==> config.mk <==
export PLATFORM = sky130hd
export DESIGN_NAME = tpwm_timer
export DESIGN_NICKNAME = d
export VERILOG_FILES = /design/src/rtl/tpwm_pkg.sv /design/src/rtl/tpwm_timer.sv
export VERILOG_INCLUDE_DIRS = /design/src /design/src/rtl
export SDC_FILE = /design/constraint.sdc
export NUM_CORES = 1
export LEC_CHECK = 0
export BUFFER_PORTS_ARGS = -buffer_cell sky130_fd_sc_hd__buf_2
export CORE_MARGIN = 4
export CORE_UTILIZATION = 40
export CTS_BUF_LIST = sky130_fd_sc_hd__clkbuf_8
export CTS_CLUSTER_DIAMETER = 80
export DETAILED_ROUTE_END_ITERATION = 8
export SLEW_MARGIN = 20
export SYNTH_ARGS = -nofsm -noshare
export SYNTH_HDL_FRONTEND = slang
export SYNTH_SLANG_ARGS = --single-unit
==> constraint.sdc <==
create_clock -name mclk -period 6 [get_ports mclk]
set_input_delay 0.6 -clock mclk [delete_from_list [all_inputs] [get_ports mclk]]
set_output_delay 0.6 -clock mclk [all_outputs]
set_load 0.02 [all_outputs]
==> src/rtl/tpwm_defines.svh <==
// Offsets, field positions, reset values and counts for the pulse timer
`ifndef TPWM_DEFINES_SVH
`define TPWM_DEFINES_SVH
`define TPWM_OFF_CTRL1   12'h000
`define TPWM_OFF_CTRL2   12'h004
`define TPWM_OFF_STATUS  12'h008
`define TPWM_OFF_CAP1_HI 12'h00C
`define TPWM_OFF_CAP1_LO 12'h010
`define TPWM_OFF_CAP2_HI 12'h014
`define TPWM_OFF_CAP2_LO 12'h018
`define TPWM_OFF_CMP1_HI 12'h01C
`define TPWM_OFF_CMP1_LO 12'h020
`define TPWM_OFF_CMP2_HI 12'h024
`define TPWM_OFF_CMP2_LO 12'h028
`define TPWM_OFF_CNT     12'h02C
`define TPWM_OFF_POWER   12'h030
// Control one
`define TPWM_C1_CAPIE    7
`define TPWM_C1_CMPIE    6
`define TPWM_C1_LVL2     2
`define TPWM_C1_EDGE1    1
`define TPWM_C1_LVL1     0
// Control two
`define TPWM_C2_PIN1E    7
`define TPWM_C2_PIN2E    6
`define TPWM_C2_SPM      5
`define TPWM_C2_PWM      4
`define TPWM_C2_CLK_HI   3
`define TPWM_C2_CLK_LO   2
`define TPWM_C2_EDGE2    1
// Status
`define TPWM_S_CAPF1     7
`define TPWM_S_CMPF1     6
`define TPWM_S_CAPF2     4
`define TPWM_S_CMPF2     3
// Power control
`define TPWM_P_HALT      0
`define TPWM_P_WAKE      1
// Values
`define TPWM_RELOAD      16'hFFFC
`define TPWM_CMP_RESET   16'h8000
`define TPWM_CNT_RESET   16'hFFFC
`define TPWM_CLK_DIV4    2'h0
`define TPWM_CLK_DIV2    2'h1
`define TPWM_CLK_DIV8    2'h2
`define TPWM_CLK_EXT     2'h3
`endif

==> src/rtl/tpwm_pkg.sv <==
// Types shared by the pulse timer
package tpwm_pkg;
  typedef enum logic [1:0] {
    TPWM_MODE_PLAIN,
    TPWM_MODE_SINGLE,
    TPWM_MODE_PWM
  } tpwm_mode_e;
endpackage

==> src/rtl/tpwm_timer.sv <==
// Sixteen-bit timer with single-pulse and PWM modes behind an APB slave
`timescale 1ns/1ps
`include "tpwm_defines.svh"
module tpwm_timer
  import tpwm_pkg::*;
#(
  parameter int CNT_W = 16
) (
  input  wire logic        mclk,
  input  wire logic        rst_n,
  input  wire logic        psel,
  input  wire logic        penable,
  input  wire logic        pwrite,
  input  wire logic [11:0] paddr,
  input  wire logic [31:0] pwdata,
  input  wire logic [3:0]  pstrb,
  output logic      [31:0] prdata,
  output logic             pready,
  output logic             pslverr,
  input  wire logic        capture_input_one,
  input  wire logic        capture_input_two,
  output logic             compare_output_one,
  output logic             compare_output_one_en,
  output logic             compare_output_two,
  output logic             compare_output_two_en,
  output logic             timer_irq,
  output logic             wake_request
);
  if (CNT_W != 16) begin : g_cnt_w_check
    $error("tpwm_timer supports only a 16-bit counter");
  end

  // ==========================================================
  // Bus decode
  // ==========================================================
  logic [7:0]  timer_control_one_q, timer_control_two_q;
  logic [15:0] counter_q, counter_d;
  logic [15:0] compare_one_value_q, compare_two_value_q;
  logic [15:0] shadow_one_q, shadow_two_q;
  logic [15:0] capture_one_value_q, capture_two_value_q;
  logic        capture_flag_one_q, capture_flag_two_q;
  logic        compare_flag_one_q, compare_flag_two_q;
  logic        arm1_q, arm2_q, lock1_q, lock2_q, caplk1_q, caplk2_q;
  logic        cmp_inh1_q, cmp_inh2_q;
  logic        halt_q, pend1_q, pend2_q;
  logic        in1_q, in2_q;
  logic [2:0]  presc_q;
  logic        pin1_q;

  wire access = psel & penable;
  wire wr     = access & pwrite & pstrb[0];
  wire rd     = access & ~pwrite;
  wire hit_c1  = paddr == `TPWM_OFF_CTRL1;
  wire hit_c2  = paddr == `TPWM_OFF_CTRL2;
  wire hit_st  = paddr == `TPWM_OFF_STATUS;
  wire hit_i1h = paddr == `TPWM_OFF_CAP1_HI;
  wire hit_i1l = paddr == `TPWM_OFF_CAP1_LO;
  wire hit_i2h = paddr == `TPWM_OFF_CAP2_HI;
  wire hit_i2l = paddr == `TPWM_OFF_CAP2_LO;
  wire hit_o1h = paddr == `TPWM_OFF_CMP1_HI;
  wire hit_o1l = paddr == `TPWM_OFF_CMP1_LO;
  wire hit_o2h = paddr == `TPWM_OFF_CMP2_HI;
  wire hit_o2l = paddr == `TPWM_OFF_CMP2_LO;
  wire hit_cnt = paddr == `TPWM_OFF_CNT;
  wire hit_pwr = paddr == `TPWM_OFF_POWER;
  wire mapped  = hit_c1 | hit_c2 | hit_st | hit_i1h | hit_i1l | hit_i2h |
                 hit_i2l | hit_o1h | hit_o1l | hit_o2h | hit_o2l |
                 hit_cnt | hit_pwr;

  // ==========================================================
  // Mode and prescaler
  // ==========================================================
  wire [1:0] clk_sel = timer_control_two_q[`TPWM_C2_CLK_HI:`TPWM_C2_CLK_LO];
  wire pwm_bit = timer_control_two_q[`TPWM_C2_PWM];
  wire spm_bit = timer_control_two_q[`TPWM_C2_SPM];
  tpwm_mode_e mode;
  assign mode = pwm_bit ? TPWM_MODE_PWM :
                spm_bit ? TPWM_MODE_SINGLE : TPWM_MODE_PLAIN;
  wire lvl1  = timer_control_one_q[`TPWM_C1_LVL1];
  wire lvl2  = timer_control_one_q[`TPWM_C1_LVL2];
  wire capie = timer_control_one_q[`TPWM_C1_CAPIE];
  wire cmpie = timer_control_one_q[`TPWM_C1_CMPIE];

  function automatic logic [2:0] div_mask(input logic [1:0] sel);
    case (sel)
      `TPWM_CLK_DIV2: div_mask = 3'h1;
      `TPWM_CLK_DIV8: div_mask = 3'h7;
      default:        div_mask = 3'h3;
    endcase
  endfunction

  // No external clock pin here: that selection freezes the count
  wire tick = ~halt_q & (clk_sel != `TPWM_CLK_EXT) &
              ((presc_q & div_mask(clk_sel)) == div_mask(clk_sel));

  function automatic logic edge_hit(input logic prev, input logic now,
                                    input logic rise);
    edge_hit = rise ? (~prev & now) : (prev & ~now);
  endfunction

  wire e1 = edge_hit(in1_q, capture_input_one,
                     timer_control_one_q[`TPWM_C1_EDGE1]);
  wire e2 = edge_hit(in2_q, capture_input_two,
                     timer_control_two_q[`TPWM_C2_EDGE2]);
  wire ev1 = e1 & ~caplk1_q;
  wire ev2 = e2 & ~caplk2_q;

  // ==========================================================
  // Compare and capture events
  // ==========================================================
  wire use_shadow = mode == TPWM_MODE_PWM;
  wire [15:0] ref1 = use_shadow ? shadow_one_q : compare_one_value_q;
  wire [15:0] ref2 = use_shadow ? shadow_two_q : compare_two_value_q;
  // PWM compares are never inhibited by a half-written value
  wire m1 = tick & (counter_q == ref1) &
            (use_shadow | ~cmp_inh1_q);
  wire m2 = tick & (counter_q == ref2) & (use_shadow | ~cmp_inh2_q);
  wire trig = ev1 & ~halt_q & (mode == TPWM_MODE_SINGLE);
  wire pwm_end = m2 & (mode == TPWM_MODE_PWM);
  wire cap1 = ~halt_q & ((ev1 & mode == TPWM_MODE_PLAIN) | trig |
              (pend1_q & ~halt_q));
  wire cap2 = ~halt_q & (ev2 | pend2_q);
  wire wake = halt_q & wr & hit_pwr & pwdata[`TPWM_P_WAKE];

  always_comb begin
    counter_d = counter_q;
    if (trig | pwm_end) begin
      counter_d = `TPWM_RELOAD;
    end else if (tick) begin
      counter_d = counter_q + 16'h0001;
    end
    if (wr & hit_cnt) begin
      counter_d = `TPWM_CNT_RESET;
    end
  end

  // Clearing: status read while set arms, low-byte access clears
  wire st_rd = rd & hit_st;
  wire clr_i1 = arm1_q & access & hit_i1l;
  wire clr_i2 = arm2_q & access & hit_i2l;
  wire clr_o1 = access & hit_o1l;
  wire clr_o2 = access & hit_o2l;
  wire set_i1 = cap1 | pwm_end;
  wire set_o1 = m1 & (mode == TPWM_MODE_PLAIN);
  wire set_o2 = m2 & (mode != TPWM_MODE_PWM);

  wire [7:0] status = {capture_flag_one_q, compare_flag_one_q, 1'b0,
                       capture_flag_two_q, compare_flag_two_q, 3'h0};

  wire [15:0] rd_cap1 = capture_one_value_q;
  wire [15:0] rd_cap2 = capture_two_value_q;
  wire [31:0] rdata_d =
    hit_c1  ? {24'h0, timer_control_one_q} :
    hit_c2  ? {24'h0, timer_control_two_q} :
    hit_st  ? {24'h0, status} :
    hit_i1h ? {24'h0, rd_cap1[15:8]} :
    hit_i1l ? {24'h0, rd_cap1[7:0]} :
    hit_i2h ? {24'h0, rd_cap2[15:8]} :
    hit_i2l ? {24'h0, rd_cap2[7:0]} :
    hit_o1h ? {24'h0, compare_one_value_q[15:8]} :
    hit_o1l ? {24'h0, compare_one_value_q[7:0]} :
    hit_o2h ? {24'h0, compare_two_value_q[15:8]} :
    hit_o2l ? {24'h0, compare_two_value_q[7:0]} :
    hit_cnt ? {16'h0, counter_q} :
    hit_pwr ? {31'h0, halt_q} : 32'h0;

  // Pin level: single-pulse and PWM drive the pin for both levels
  logic pin1_d;
  always_comb begin
    pin1_d = pin1_q;
    if (mode == TPWM_MODE_SINGLE) begin
      if (trig) begin
        pin1_d = lvl2;
      end else if (m1) begin
        pin1_d = lvl1;
      end
    end else if (mode == TPWM_MODE_PWM) begin
      if (m2) begin
        pin1_d = lvl2;
      end else if (m1) begin
        pin1_d = lvl1;
      end
    end else if (m1) begin
      pin1_d = lvl1;
    end
  end

  // ==========================================================
  // Registers
  // ==========================================================
  always_ff @(posedge mclk or negedge rst_n) begin
    if (!rst_n) begin
      timer_control_one_q <= 8'h00;
      timer_control_two_q <= 8'h00;
      counter_q <= `TPWM_CNT_RESET;
      presc_q <= 3'h0;
      in1_q <= 1'b0;
      in2_q <= 1'b0;
      halt_q <= 1'b0;
      pend1_q <= 1'b0;
      pend2_q <= 1'b0;
    end else begin
      if (wr & hit_c1) begin
        timer_control_one_q <= pwdata[7:0];
      end
      if (wr & hit_c2) begin
        timer_control_two_q <= pwdata[7:0];
      end
      counter_q <= counter_d;
      presc_q <= halt_q ? presc_q : presc_q + 3'h1;
      in1_q <= capture_input_one;
      in2_q <= capture_input_two;
      if (wr & hit_pwr & pwdata[`TPWM_P_HALT]) begin
        halt_q <= 1'b1;
      end else if (wake) begin
        halt_q <= 1'b0;
      end
      // Capture edges seen in halt (input one in plain mode only) arm detection until wake
      pend1_q <= halt_q ? (pend1_q | (ev1 & mode == TPWM_MODE_PLAIN))
                        : 1'b0;
      pend2_q <= halt_q ? (pend2_q | ev2) : 1'b0;
    end
  end

  always_ff @(posedge mclk or negedge rst_n) begin
    if (!rst_n) begin
      compare_one_value_q <= `TPWM_CMP_RESET;
      compare_two_value_q <= `TPWM_CMP_RESET;
      shadow_one_q <= `TPWM_CMP_RESET;
      shadow_two_q <= `TPWM_CMP_RESET;
      lock1_q <= 1'b0;
      lock2_q <= 1'b0;
      cmp_inh1_q <= 1'b0;
      cmp_inh2_q <= 1'b0;
    end else begin
      if (wr & hit_o1h) begin
        compare_one_value_q[15:8] <= pwdata[7:0];
      end
      if (wr & hit_o1l) begin
        compare_one_value_q[7:0] <= pwdata[7:0];
      end
      if (wr & hit_o2h) begin
        compare_two_value_q[15:8] <= pwdata[7:0];
      end
      if (wr & hit_o2l) begin
        compare_two_value_q[7:0] <= pwdata[7:0];
      end
      lock1_q <= (wr & hit_o1h) | (lock1_q & ~(wr & hit_o1l));
      lock2_q <= (wr & hit_o2h) | (lock2_q & ~(wr & hit_o2l));
      cmp_inh1_q <= (wr & hit_o1h) | (cmp_inh1_q & ~(wr & hit_o1l));
      cmp_inh2_q <= (wr & hit_o2h) | (cmp_inh2_q & ~(wr & hit_o2l));
      if ((pwm_end | mode != TPWM_MODE_PWM) & ~lock1_q) begin
        shadow_one_q <= compare_one_value_q;
      end
      if ((pwm_end | mode != TPWM_MODE_PWM) & ~lock2_q) begin
        shadow_two_q <= compare_two_value_q;
      end
    end
  end

  always_ff @(posedge mclk or negedge rst_n) begin
    if (!rst_n) begin
      capture_one_value_q <= 16'h0000;
      capture_two_value_q <= 16'h0000;
      capture_flag_one_q <= 1'b0;
      capture_flag_two_q <= 1'b0;
      compare_flag_one_q <= 1'b0;
      compare_flag_two_q <= 1'b0;
      arm1_q <= 1'b0;
      arm2_q <= 1'b0;
      caplk1_q <= 1'b0;
      caplk2_q <= 1'b0;
    end else begin
      if (cap1) begin
        capture_one_value_q <= counter_q;
      end
      if (cap2) begin
        capture_two_value_q <= counter_q;
      end
      // Set wins over a clear in the same cycle
      capture_flag_one_q <= set_i1 | (capture_flag_one_q & ~clr_i1);
      capture_flag_two_q <= cap2 | (capture_flag_two_q & ~clr_i2);
      compare_flag_one_q <= set_o1 |
                            (compare_flag_one_q & ~(arm1_q & clr_o1));
      compare_flag_two_q <= set_o2 |
                            (compare_flag_two_q & ~(arm2_q & clr_o2));
      arm1_q <= (st_rd & (capture_flag_one_q | compare_flag_one_q)) |
                (arm1_q & ~clr_i1 & ~clr_o1);
      arm2_q <= (st_rd & (capture_flag_two_q | compare_flag_two_q)) |
                (arm2_q & ~clr_i2 & ~clr_o2);
      // High-byte read freezes capture until low byte read
      caplk1_q <= (rd & hit_i1h) | (caplk1_q & ~(rd & hit_i1l));
      caplk2_q <= (rd & hit_i2h) | (caplk2_q & ~(rd & hit_i2l));
    end
  end

  // ==========================================================
  // Outputs
  // ==========================================================
  wire irq_d = (capie & (capture_flag_one_q | capture_flag_two_q)) |
               (cmpie & (compare_flag_one_q | compare_flag_two_q));
  always_ff @(posedge mclk or negedge rst_n) begin
    if (!rst_n) begin
      prdata <= 32'h0;
      pready <= 1'b0;
      pslverr <= 1'b0;
      pin1_q <= 1'b0;
      compare_output_one <= 1'b0;
      compare_output_one_en <= 1'b0;
      compare_output_two <= 1'b0;
      compare_output_two_en <= 1'b0;
      timer_irq <= 1'b0;
      wake_request <= 1'b0;
    end else begin
      pready <= psel & ~penable;
      prdata <= (psel & ~penable & ~pwrite) ? rdata_d : prdata;
      pslverr <= psel & ~penable & ~mapped;
      pin1_q <= pin1_d;
      compare_output_one <= pin1_d;
      compare_output_one_en <= timer_control_two_q[`TPWM_C2_PIN1E];
      if (set_o2 & mode == TPWM_MODE_PLAIN) begin
        compare_output_two <= lvl2;
      end
      compare_output_two_en <= timer_control_two_q[`TPWM_C2_PIN2E] &
                               (mode == TPWM_MODE_PLAIN);
      timer_irq <= irq_d;
      wake_request <= irq_d;
    end
  end
endmodule

# Yosys cells after proc, flatten, opt, wreduce, memory -nomap -nowiden

Index checks and enable logic that the tools add are counted.
Widths: inputs -> output; s select.

Register bits: 187
Input port bits: 55
Output and inout port bits: 40
Word-level logic and storage cells: 234

$add $sub $neg: 2
Eq/ne operators: 21
Muxes and demuxes: 32
Bitwise operators: 138
Reductions and logical operators: 4

Operators with widths:

| kind                  | number |
|---|---|
| $mux 16               | 17 |
| $and 1x1->1           | 75 |
| $eq 12x6->1 const B   | 5 |
| $eq 12x5->1 const B   | 4 |
| $or 1x1->1            | 38 |
| $eq 16x16->1          | 2 |
| $eq 12x4->1 const B   | 2 |
| $not 1->1             | 24 |
| $add 16x1->16 const B | 1 |
| $mux 1                | 13 |
| $eq 12x3->1 const B   | 1 |
| $logic_not 12->1      | 1 |
| $pmux 3 s2            | 1 |
| $eq 2x1->1 const B    | 2 |
| $eq 2x2->1 const B    | 2 |
| $ne 2x2->1 const B    | 2 |
| $add 3x1->3 const B   | 1 |
| $and 3x3->3           | 1 |
| $eq 3x3->1            | 1 |
| $reduce_bool 3->1     | 1 |
| $logic_not 2->1       | 1 |
| $mux 2                | 1 |
| $reduce_bool 2->1     | 1 |

# Logic depth before layout (Yosys ltp)

Word-level depth: 15
Depth in mapped cells: 11

# Least setup slack after synthesis

No wires, ideal clock.

Kind: input -> register
From: in paddr[2]
To: reg timer_control_one_q[0]
Arrival time: 2457 ps
Path slack: 3418 ps
Cell stages on the path: 5
Path buffers: 1
Path through: buf_2 nor4_1 nand2_1 nor2_1 mux2_2

Word-level cells in the longest chain between the ends: 2

RTL lines:

| item                              | RTL line          | text |
|---|---|---|
| start: declaration                | tpwm_timer.sv:14  | `input wire logic [11:0] paddr,` |
| $logic_not 12->1 (no source line) | -                 |  |
| $and 1x1->1                       | tpwm_timer.sv:203 | `if (wr & hit_c1) begin` |
| end signal: assignment            | tpwm_timer.sv:204 | `timer_control_one_q <= pwdata[7:0];` |
| end: declaration                  | tpwm_timer.sv:36  | `logic [7:0] timer_control_one_q, timer_control_two_q;` |

Every way passes these cells.
A chain may end at the register's enable or synchronous reset.

# Worst setup path after layout

From: reg timer_control_two_q[4]
To: reg shadow_one_q[11]

Word-level cells in the longest chain between the ends: 9
Elaborated cells on any way between the ends: 11

RTL lines:

| item                     | RTL line                             | text |
|---|---|---|
| start: declaration       | tpwm_timer.sv:36                     |  |
| start signal: assignment | tpwm_timer.sv:207                    | `timer_control_two_q <= pwdata[7:0];` |
| $mux 2 *                 | tpwm_timer.sv:77                     | `assign mode = pwm_bit ? TPWM_MODE_PWM :` |
| $eq 2x2->1               | tpwm_timer.sv:111, tpwm_timer.sv:119 |  |
| $mux 16                  | tpwm_timer.sv:113                    | `wire [15:0] ref2 = use_shadow ? shadow_two_q : compare_two_value_q;` |
| $eq 16x16->1             | tpwm_timer.sv:117                    | `wire m2 = tick & (counter_q == ref2) & (use_shadow \| ~cmp_inh2_q);` |
| $and 1x1->1 (2 in a row) | tpwm_timer.sv:117                    |  |
| $and 1x1->1              | tpwm_timer.sv:119                    | `wire pwm_end = m2 & (mode == TPWM_MODE_PWM);` |
| $or 1x1->1 *             | tpwm_timer.sv:252                    | `if ((pwm_end \| mode != TPWM_MODE_PWM) & ~lock1_q) begin` |
| $and 1x1->1 *            | tpwm_timer.sv:252                    |  |
| end signal: assignment   | tpwm_timer.sv:229                    | `` shadow_one_q <= `TPWM_CMP_RESET; `` |
| end signal: assignment   | tpwm_timer.sv:253                    | `shadow_one_q <= compare_one_value_q;` |
| end: declaration         | tpwm_timer.sv:39                     | `logic [15:0] shadow_one_q, shadow_two_q;` |

Every way passes the cells marked *; elsewhere a longest branch is shown, timed or not.

==> results.md <==
* Largest net degree at the start of global routing at 72
* Share of cells above drive strength 1 at 0.308
* Initial antenna violation count at 0
* Via count at 6190
* Worst-Margin Slew at 0.988 ns
* Post-CTS sizing at 0
* Drt via density at 5.75
* Peak fanout along the critical path at 24
* Num CTS Buffers at 17
* First-pass GRT wire length at 37.0 mm
* Final net count at 845
* Worst EP required at 6.35 ns
* Peak supply drop at 0.141 mV
* N_diodes at 0
* Pins Over Slew Limit at 0
* XOR/XNOR Fraction of Synth Area at 0.0459
* ANT nets after route at 0
* Clk Latency, worst-skew pair at 0.47 ns
* Outcome: finished, final reports clean
* Mapped cell area at 8770 sq um
* Final setup TNS at 0 ns
* Startpoint Class: flop
* Ports at 95
* Wire length per cell at 22.7 microns
* Final Hold Fails at 0
* GRT Overall Usage at 0.202
* Total grt overflow at 0
* Sequential area share after synthesis at 0.490
* Initial DRC Count at 576
* Worst hold path type: input port to asynchronous set/reset pin
* Num rows at 53
* Leakage power at 4.51 nW
* Number of port buffers at 51
* Die X-Extent at 156 microns
* Relative slew slack at 0.341
* Fmax achieved at 269 MHz
* CTS tree: yes
* Final setup violation count at 0
* Yosys warns at 0
* Clock Skews at 0.0162 ns
* Synth Area in Compound Gates at 0.0977
* Core area at 21300 sq um
* CTS H-tree lvls at 4
* Worst hold margin at 0.0603 ns
* Vias in the first global route at 5984
* Die Y at 156 microns
* Yosys cell types at 67
* Post-detail-place hpwl at 16.9 mm
* Share of flip-flops with an asynchronous set or reset at 1.00
* Kind of critical path: flop to flop
* Remaining DRCs at 0
* Cts hold-fix bufs at 0
* Post-synthesis adder-cell area fraction at 0.00285
* Cells after Synth at 763
* Syn_area_per_cell at 11.5 sq um
* Clk buf depth at 2
* Root buffer cell: clkbuf_8
* Power Density at 300 nW/um^2
* Most common flop cell mapped by yosys: dfrtp_1
* Clk sink count at 171
* Max cap viols at 0
* Period utilization at 0.619
* Drt total wl at 24.4 mm
* Starting Density at 0.412
* Total die area at 24400 sq um
* Worst-path clk slew at 0.10 ns
* CP endpoint kind: flop
* CP Data Arrival Time at 4.06 ns
* Multiplexer share of the synthesized area at 0.211
* Synth Register Bits at 171
* Setup Fix Bufs, Post-CTS at 0
* Number of synthesized flops with an enable pin at 0
* Syn-to-layout area delta at 8.83%
* Post-synthesis simple-gate area fraction at 0.105
* 1st-pass router iterations at 6
* RSZ-0062 raised after global routing: false
* Gp weighted congestion at 0.928
* Tmin final at 3.72 ns
* Largest family of logic cells by synthesized area: multiplexers
[area by class of cell]
cell class / count / area, sq um
Clock inverter: 13 / 166
Multi-Input combinational cell: 533 / 4140
Tap cell: 275 / 344
Fill cell: 1991 / 11700
Inverter: 8 / 30.0
Timing Repair Buffer: 57 / 307
Clock buffer: 19 / 262
Sequential cell: 171 / 4300
[path summary, 6_finish.rpt]
path,startpoint,slack (ns),cells past startpoint,to
worst min register to register,timer_control_two_q[7]$_DFFE_PN0P_,0.46,0,compare_output_one_en$_DFF_PN0_
max in group asynchronous,rst_n,4.66,2,capture_one_value_q[1]$_DFFE_PN0P_
min in group mclk,capture_input_two,0.25,1,in2_q$_DFF_PN0_
worst min-delay path,rst_n,0.06,1,prdata[3]$_DFFE_PN0P_
worst max-delay path,timer_control_two_q[4]$_DFFE_PN0P_,2.28,8,shadow_one_q[11]$_DFFE_PN0P_
worst max register to register,timer_control_two_q[4]$_DFFE_PN0P_,2.28,8,shadow_one_q[11]$_DFFE_PN0P_
[kinds of logic (layout without fill, tap and decap cells)]
family | after synthesis | in the layout
flip-flops | 171 | 171
other | 1 | 16
adder cells (fa/ha/maj) | 2 | 2
AO/OA/AOI/OAI | 130 | 130
multiplexers | 156 | 156
XOR/XNOR | 46 | 46
buffers and inverters | 74 | 97
AND/OR/NAND/NOR | 183 | 183
[critical path, stage by stage, from the launching register on]
cell and delay (ns):
dfrtp_2 0.77, buf_4 0.47, mux2i_1 0.28, xor2_1 0.17, nand4_1 0.18, a2111oi_2 0.36
nand3_2 0.29, a21o_1 0.61, mux2_4 0.44
[metal layers]
metal / track usage / share of wire / up-vias
li1: - / - / 2761
met1: 0.298 / 0.47 / 3148
met2: 0.299 / 0.44 / 251
met3: 0.0519 / 0.076 / 30
met4: 0.0512 / 0.017 / 0
met5: 0 / 0 / -
[synthesized netlist by cell type, types with 8 or more instances]
| cell type | n | share of area |
|---|---|---|
| a22o_1 | 10 | 0.010 |
| dfrtp_1 | 153 | 0.44 |
| nand2_1 | 51 | 0.022 |
| nor2_1 | 44 | 0.019 |
| xor2_1 | 20 | 0.020 |
| inv_1 | 8 | 0.0034 |
| clkbuf_1 | 29 | 0.012 |
| a21oi_1 | 31 | 0.018 |
| nor4_1 | 8 | 0.0057 |
| mux2_2 | 95 | 0.12 |
| nand4_1 | 12 | 0.0086 |
| mux2_4 | 20 | 0.034 |
| xnor2_1 | 26 | 0.026 |
| dfstp_2 | 18 | 0.054 |
| nand3_1 | 9 | 0.0051 |
| buf_4 | 19 | 0.016 |
| mux2i_1 | 35 | 0.040 |
| nor3_1 | 17 | 0.0097 |
| o21ai_0 | 39 | 0.022 |
[layout by cell type (no fill, tap or decap), types with 4 or more instances in the layout]
| master | netlist | final |
|---|---|---|
| a211oi_1 | 7 | 7 |
| a21o_1 | 4 | 4 |
| a21oi_1 | 31 | 31 |
| a22o_1 | 10 | 10 |
| a22oi_1 | 5 | 5 |
| and3_1 | 4 | 4 |
| buf_2 | 7 | 50 |
| buf_4 | 19 | 6 |
| clkbuf_8 | 0 | 19 |
| conb_1 | 1 | 16 |
| dfrtp_1 | 153 | 152 |
| dfstp_2 | 18 | 18 |
| inv_1 | 8 | 8 |
| mux2_2 | 95 | 95 |
| mux2_4 | 20 | 20 |
| mux2i_1 | 35 | 35 |
| mux4_2 | 6 | 6 |
| nand2_1 | 51 | 51 |
| nand2b_1 | 6 | 6 |
| nand3_1 | 9 | 9 |
| nand4_1 | 12 | 12 |
| nor2_1 | 44 | 44 |
| nor2b_1 | 6 | 6 |
| nor3_1 | 17 | 16 |
| nor4_1 | 8 | 8 |
| o21ai_0 | 39 | 39 |
| o22ai_1 | 5 | 5 |
| o31ai_1 | 5 | 5 |
| or2_2 | 4 | 4 |
| or3_1 | 6 | 6 |
| xnor2_1 | 26 | 26 |
| xor2_1 | 20 | 20 |
[flip-flops by register name (all words and copies together), names as in the netlist, 3 cells and up]
signal               cells
compare_one_value_q     16
compare_two_value_q     16
presc_q                  3
prdata                  16
shadow_two_q            16
timer_control_two_q      8
capture_one_value_q     16
timer_control_one_q      8
shadow_one_q            16
counter_q               16
capture_two_value_q     16
[through the flow]
stage / utilization / cell area (sq um) / instances / setup slack (ns) / total power, mW
CTS: 0.448 / 9540 / 1076 / 2.33 / 2.88
detailed placement: 0.428 / 9110 / 1044 / 2.38 / 1.99
finish: 0.449 / 9550 / 1076 / 2.28 / 2.86
global route: 0.449 / 9550 / 1076 / 2.12 / 2.99
floorplan: - / 8830 / 778 / 3.42 / 1.78
global placement: 0.428 / 9110 / 1044 / 2.31 / 1.98
[power breakdown]
group	total [mW]	internal (mW)	switching, mW
combinational	0.416	0.203	0.214
clock	0.891	0.438	0.453
sequential	1.56	1.31	0.251
No activity file was read; power rests on OpenSTA's default activity.
